## config.mk

```make
export PLATFORM = sky130hd
export DESIGN_NAME = fmpm_regs
export DESIGN_NICKNAME = d
export VERILOG_FILES = /design/src/fmpm_pkg.sv /design/src/fmpm_sticky_flag.sv /design/src/fmpm_regs.sv
export VERILOG_INCLUDE_DIRS = /design/src
export SDC_FILE = /design/constraint.sdc
export NUM_CORES = 1
export LEC_CHECK = 0
export BUFFER_PORTS_ARGS = -buffer_cell sky130_fd_sc_hd__buf_2
export CORE_MARGIN = 10
export CORE_UTILIZATION = 36
export CTS_CLUSTER_SIZE = 28
export DETAILED_ROUTE_END_ITERATION = 6
export PLACE_DENSITY = 0.84
export SLEW_MARGIN = 5
export SYNTH_ARGS = -nofsm -noshare
export SYNTH_HDL_FRONTEND = slang
export SYNTH_HIERARCHICAL = 1
export SYNTH_SLANG_ARGS = --single-unit
```

## constraint.sdc

```tcl
create_clock -name clk -period 1.5 [get_ports clk]
set_clock_uncertainty 0.05 [all_clocks]
set_input_delay 0 -clock clk [delete_from_list [all_inputs] [get_ports clk]]
set_output_delay 0 -clock clk [all_outputs]
set_load 0.01 [all_outputs]
```

## src/fmpm_cfg.svh

```systemverilog
`ifndef FMPM_CFG_SVH
`define FMPM_CFG_SVH

// Configuration space byte offsets
`define FMPM_CAP_OFFSET 8'h46
`define FMPM_CSR_OFFSET 8'h48
`define FMPM_GCTL_OFFSET 8'h4c

// Reset values
`define FMPM_CAP_RESET 16'h7e02
`define FMPM_CSR_RESET 16'h0000
`define FMPM_GCTL_RESET 1'h0

// Capability word field positions
`define FMPM_CAP_COLD_POS 15
`define FMPM_CAP_MASK_HI 14
`define FMPM_CAP_MASK_LO 11
`define FMPM_CAP_D2_POS 10
`define FMPM_CAP_D1_POS 9
`define FMPM_CAP_AUX_HI 8
`define FMPM_CAP_AUX_LO 6
`define FMPM_CAP_DSI_POS 5
`define FMPM_CAP_RSVD_POS 4
`define FMPM_CAP_CLK_POS 3
`define FMPM_CAP_REV_HI 2
`define FMPM_CAP_REV_LO 0

// Capability field values
`define FMPM_WAKE_MASK 4'hf
`define FMPM_AUX_SELF 3'h0
`define FMPM_AUX_55MA 3'h1
`define FMPM_SPEC_REV 3'h2

// Control/status field positions
`define FMPM_CSR_FLAG_POS 15
`define FMPM_CSR_EN_POS 8
`define FMPM_CSR_STATE_HI 1
`define FMPM_CSR_STATE_LO 0

// General control field position
`define FMPM_GCTL_COLD_POS 4

`endif

```

## src/fmpm_pkg.sv

```systemverilog
package fmpm_pkg;

  // Power state encoding
  typedef enum logic [1:0] {
    fmpm_d0 = 2'h0,
    fmpm_d1 = 2'h1,
    fmpm_d2 = 2'h2,
    fmpm_d3hot = 2'h3
  } fmpm_power_type;

  // Configuration access request
  typedef struct packed {
    logic valid;
    logic write;
    logic [7:0] addr;
    logic [3:0] byte_en;
    logic [31:0] wdata;
  } fmpm_cfg_req_type;

  // Configuration access answer
  typedef struct packed {
    logic ack;
    logic [31:0] rdata;
  } fmpm_cfg_rsp_type;

endpackage : fmpm_pkg

```

## src/fmpm_sticky_flag.sv

```systemverilog
`timescale 1ns/1ps

module fmpm_sticky_flag (
  input wire logic clk,
  input wire logic reset_n,
  input wire logic set,
  input wire logic clear,
  output logic flag_d,
  output logic flag_q
);

  // Set wins over a clear in the same cycle
  always_comb begin
    flag_d = set | (flag_q & ~clear);
  end

  // Cleared by the asynchronous reset, or by clear when set is low
  always_ff @(posedge clk or negedge reset_n) begin
    if (!reset_n) begin
      flag_q <= 1'b0;
    end else begin
      flag_q <= flag_d;
    end
  end

endmodule : fmpm_sticky_flag

```

## src/fmpm_regs.sv

```systemverilog
`timescale 1ns/1ps
`include "fmpm_cfg.svh"

module fmpm_regs (
  input wire logic clk,
  input wire logic reset_n,
  input fmpm_pkg::fmpm_cfg_req_type cfg_req,
  output fmpm_pkg::fmpm_cfg_rsp_type cfg_rsp_q,
  input wire logic wake_detect,
  output logic wake_assert_q,
  output fmpm_pkg::fmpm_power_type power_state_q,
  output logic internal_reset_q,
  output logic cold_wake_config_q
);

  localparam logic [7:0] cap_off = `FMPM_CAP_OFFSET;
  localparam logic [7:0] csr_off = `FMPM_CSR_OFFSET;
  localparam logic [7:0] gctl_off = `FMPM_GCTL_OFFSET;
  localparam logic [15:0] csr_reset = `FMPM_CSR_RESET;

  // Write to byte k of the register at offset off
  // Dword match plus the lane enable; address bits 1:0 are ignored
  function automatic logic byte_write(fmpm_pkg::fmpm_cfg_req_type r, logic [7:0] off, logic [1:0] k);
    logic [1:0] lane;
    lane = off[1:0] + k;
    return r.valid & r.write & (r.addr[7:2] == off[7:2]) & r.byte_en[lane];
  endfunction : byte_write

  // Place a 16-bit register in its half of the dword
  function automatic logic [31:0] place16(logic [15:0] v, logic [7:0] off);
    return off[1] ? {v, 16'h0000} : {16'h0000, v};
  endfunction : place16

  logic cold_wake_config_bit;
  logic wake_event_enable_q;
  logic wake_event_enable_d;
  logic wake_event_flag;
  logic wake_flag_d;
  logic flag_clear;
  logic [15:0] cap_word;
  logic [15:0] csr_word;
  logic [31:0] rdata_d;
  fmpm_pkg::fmpm_power_type power_state_d;

  assign cold_wake_config_bit = cold_wake_config_q;

  // General control bit 4 storage
  // Other general control bits live outside this bank and read zero here
  // general control write
  always_ff @(posedge clk or negedge reset_n) begin
    if (!reset_n) begin
      cold_wake_config_q <= `FMPM_GCTL_RESET;
    end else if (byte_write(cfg_req, gctl_off, 2'h0)) begin
      cold_wake_config_q <= cfg_req.wdata[`FMPM_GCTL_COLD_POS];
    end
  end

  // Capability word, fixed fields and the mirrored bit
  // Only bit 15 and the current field follow the control bit
  always_comb begin
    cap_word = 16'h0000;
    cap_word[`FMPM_CAP_COLD_POS] = cold_wake_config_bit;
    cap_word[`FMPM_CAP_MASK_HI:`FMPM_CAP_MASK_LO] = `FMPM_WAKE_MASK;
    cap_word[`FMPM_CAP_D2_POS] = 1'b1;
    cap_word[`FMPM_CAP_D1_POS] = 1'b1;
    cap_word[`FMPM_CAP_AUX_HI:`FMPM_CAP_AUX_LO] = cold_wake_config_bit ? `FMPM_AUX_55MA : `FMPM_AUX_SELF;
    cap_word[`FMPM_CAP_DSI_POS] = 1'b0;
    cap_word[`FMPM_CAP_RSVD_POS] = 1'b0;
    cap_word[`FMPM_CAP_CLK_POS] = 1'b0;
    cap_word[`FMPM_CAP_REV_HI:`FMPM_CAP_REV_LO] = `FMPM_SPEC_REV;
  end

  // write one clears flag
  // Flag and enable sit in lane 1 of the low half of their dword
  assign flag_clear = byte_write(cfg_req, csr_off, 2'h1) & cfg_req.wdata[`FMPM_CSR_FLAG_POS];

  // Wake status flag, set by the core, cleared by a write of one
  fmpm_sticky_flag u_wake_flag (
    .clk(clk),
    .reset_n(reset_n),
    .set(wake_detect),
    .clear(flag_clear),
    .flag_d(wake_flag_d),
    .flag_q(wake_event_flag)
  );

  // Next values of enable and power state
  always_comb begin
    wake_event_enable_d = wake_event_enable_q;
    power_state_d = power_state_q;
    if (byte_write(cfg_req, csr_off, 2'h1)) begin
      wake_event_enable_d = cfg_req.wdata[`FMPM_CSR_EN_POS];
    end
    if (byte_write(cfg_req, csr_off, 2'h0)) begin
      power_state_d = fmpm_pkg::fmpm_power_type'(cfg_req.wdata[`FMPM_CSR_STATE_HI:`FMPM_CSR_STATE_LO]);
    end
  end

  // Control fields, cleared by the global reset alone
  // global reset only
  // kept through internal reset
  // Any other reset source in the device leaves these alone
  always_ff @(posedge clk or negedge reset_n) begin
    if (!reset_n) begin
      wake_event_enable_q <= csr_reset[`FMPM_CSR_EN_POS];
      power_state_q <= fmpm_pkg::fmpm_d0;
    end else begin
      wake_event_enable_q <= wake_event_enable_d;
      power_state_q <= power_state_d;
    end
  end

  // Pulse for the core when leaving D3hot for D0
  // Raised on the edge that writes D0, so it stands beside the new state
  // The core uses it; nothing in this bank is cleared by it
  always_ff @(posedge clk or negedge reset_n) begin
    if (!reset_n) begin
      internal_reset_q <= 1'b0;
    end else begin
      internal_reset_q <= (power_state_q == fmpm_pkg::fmpm_d3hot) && (power_state_d == fmpm_pkg::fmpm_d0);
    end
  end

  // Wake output from next values, so it never lags a clear
  // A detection while disabled stays pending in the flag for a later enable
  // wake output gating
  always_ff @(posedge clk or negedge reset_n) begin
    if (!reset_n) begin
      wake_assert_q <= 1'b0;
    end else begin
      wake_assert_q <= wake_flag_d & wake_event_enable_d;
    end
  end

  // Control/status word as read
  // no data register
  always_comb begin
    csr_word = 16'h0000;
    csr_word[`FMPM_CSR_FLAG_POS] = wake_event_flag;
    csr_word[`FMPM_CSR_EN_POS] = wake_event_enable_q;
    csr_word[`FMPM_CSR_STATE_HI:`FMPM_CSR_STATE_LO] = power_state_q;
  end

  // Read data decode, unmapped dwords read zero
  always_comb begin
    rdata_d = 32'h0000_0000;
    if (cfg_req.valid && !cfg_req.write) begin
      if (cfg_req.addr[7:2] == cap_off[7:2]) begin
        rdata_d = place16(cap_word, cap_off);
      end else if (cfg_req.addr[7:2] == csr_off[7:2]) begin
        rdata_d = place16(csr_word, csr_off);
      end else if (cfg_req.addr[7:2] == gctl_off[7:2]) begin
        rdata_d = {27'h0, cold_wake_config_q, 4'h0};
      end
    end
  end

  // Answer register, one cycle after every request
  // Writes and unmapped dwords answer with zero read data
  always_ff @(posedge clk or negedge reset_n) begin
    if (!reset_n) begin
      cfg_rsp_q <= '0;
    end else begin
      cfg_rsp_q.ack <= cfg_req.valid;
      cfg_rsp_q.rdata <= rdata_d;
    end
  end
endmodule : fmpm_regs

```

==> metrics.txt <==
number of H-tree levels=1; top layer in use=met4; Setup CP Type=input port to flop; R2R setup slack=~570 ps; CP Capture Type=flop; vias in the first global route=681; ANT cells=0; final WL=around 1800 um; first-pass GRT wire length=roughly 2800 um; RSZ-0062 raised after global routing=no; Syn-to-layout area delta=33.1%; Yosys cell types=20; metal3 WL=roughly 270 um; routed vias=595; P_sw=174 uW; final worst-path cycle share=0.960; Rows=16; Seq/Total Area, Yosys=0.478; Clock Latency Late Sink=approximately 270 ps; DR WL/cell=~12 um; mapped cell area=slightly below 800 sq um; GRT Overall Usage=0.0787; Clk network pwr share=0.288; most common library cells after synthesis=25 x buf_4, 15 x dfrtp_1, 5 x and2_1; maximum clock rate=about 700 MHz; drt drc=0; Worst Hold End=cfg_rsp_q[4]; Hold Path Origin=cfg_req[44]; leakage power=between 0.0006 and 0.0007 uW; worst path required time=1610 ps; clk slew on worst S/H paths=approximately 80 ps; TritonCTS clock tree=done; DIE HEIGHT=between 60 and 70 um; worst slack, placed=-135 ps; post-route met1 wirelength=717 um; largest cells by area after synthesis=dfrtp_1 48%, buf_4 24%, mux2_2 4.3%; min cycle time layout=about 1400 ps; register area=around 380 sq um; VDD IR max=approximately 300 uV; status=completed; top-count cell post-synth=buf_4; Initial Util=0.389; Final Core Density=0.517; Critical R2R Capture=internal_reset_q; initial antenna violation count=0; drt pass-1 iters=2; nets=approximately 170; Final Hold Fails=0; Die W=66.7 um; layout cells sized above 1=0.412; ys flop type=dfrtp_1; Post-Syn Instances=74; First DRT Iteration DRCs=4; total CTS buffers=3; Die ar.=between 4000 and 5000 sq um; clk buf depth=2; grt ovf=0; Root Buffer Master=clkbuf_4; Routed Antenna Nets=0; max cap viols=0; largest net degree at the start of global routing=16; hpwl dp=1520 um; Hold Crit Depth=4; Final Power=approximately 740 uW; post-synthesis sequential element count=15; top cell type's share of synthesized area=0.478; cell taking the most area after synthesis=dfrtp_1; met2 WL post-DR=809 um; sw frac=0.236; normalized max-slew margin=0.633; Pwr per Cell Area=a little over 700 nW/um^2; worst r2r src=power_state_q[0]; final setup violation count=0; CTS Sinks=15; synthesized area per cell=approximately 11 sq um; Final Cell Area=around 1000 sq um; Sequential Power Share=0.566; fill cell count=about 200; Core Box Area=2020 sq um; cell internal pwr=between 500 and 600 uW; Comb power frac=0.147; Final WS setup=59.3 ps; critical path fanouts, max=4; Reg2Reg Depth=2; GPL Wtd Cong=approximately 0.70; Post-CTS Setup Inserts=0; Synth async-reset ratio=1.00; Worst setup SP type=input port; Port Buffers=37; count of final max-slew check failures=0; EDFF count, synth=0; Ports=87; post-placement cell area=approximately 900 sq um; Multi-input gate area=between 200 and 300 sq um; worst min path class=input port to flop; Slew @ Worst Pin=543 ps; CP arrival=1550 ps; Fin Setup TNS=0 ps; Vias/cell=~4.1; synth warn=6
[area by class of cell]
cell class	instances	area share
Clock buffer	4	0.0251
Inverter	3	0.0108
Multi-Input combinational cell	48	0.283
Sequential cell	15	0.359
Tap cell	27	0.0323
Timing Repair Buffer	49	0.289
[logic make-up after synthesis]
group	share of synthesized area
flops	0.478
other cells	0.00477
simple gates	0.185
mux	0.0701
buf+inv	0.253
compound gates	0.00956
[timing repair]
item / 4_1_cts / 5_1_grt
hold buffers: 10 / 0
resized for setup: 0 / 4
setup endpoints to repair: 0 / 2
endpoints found under the hold margin: 26 / 0
[per-layer routing]
metal  GRT usage  vias to the layer above
met1      0.0833                      260
li1            -                      295
met4      0.0314                        0
met3      0.0468                        2
met2       0.124                       38
met5           0                        -
[power by group through the flow]
stage	Sequential (uW)	Clock, uW	Combinational [uW]
floorplan	428	0	70.7
global placement	424	0	81.2
detailed placement	425	0	83.4
CTS	417	223	102
global route	418	244	121
finish	417	212	108
[through the flow]
step | hold slack, ps | instances
2_1_floorplan | -346 | 91
4_1_cts | 10.7 | 146
3_5_place_dp | -141 | 132
5_1_grt | 23.6 | 146
3_3_place_gp | -146 | 132
6_report | 10.4 | 146
[cells in the final DEF (no fill, tap or decap), drive strengths merged, types with 2 or more instances in the layout]
cell type / n
dfrtp: 15
conb: 18
nand3: 3
and2: 5
nor4b: 2
inv: 3
nor2: 3
nand2: 3
buf: 39
dlygate4sd3: 10
nor3: 2
clkbuf: 4
mux2: 4
[critical path, cell delays in order]
cell and delay, ps:
dlygate4sd3_1 510, buf_2 130, inv_1 50, or4_1 530, mux2_1 320
[flip-flops by register name, summed over array words and instances (netlist names)]
register / count
cfg_rsp_q: 8
wake_assert_q: 1
u_wake_flag/flag_q: 1
cold_wake_config_q: 1
power_state_q: 2
wake_event_enable_q: 1
internal_reset_q: 1
[worst max-delay path by stage]
stage | start | endpoint | slack (ps) | depth (start not counted)
6_report | cfg_req[38] | cold_wake_config_q | 60 | 5
5_1_grt | cfg_req[45] | cfg_rsp_q[30] | 8 | 6
4_1_cts | cfg_req[38] | wake_assert_q | 40 | 9
3_5_place_dp | cfg_req[43] | cold_wake_config_q | -140 | 4
3_3_place_gp | cfg_req[43] | cold_wake_config_q | -110 | 4
2_1_floorplan | cfg_req[43] | cold_wake_config_q | 5 | 3
Note: power is estimated with default switching activity, not from simulation.
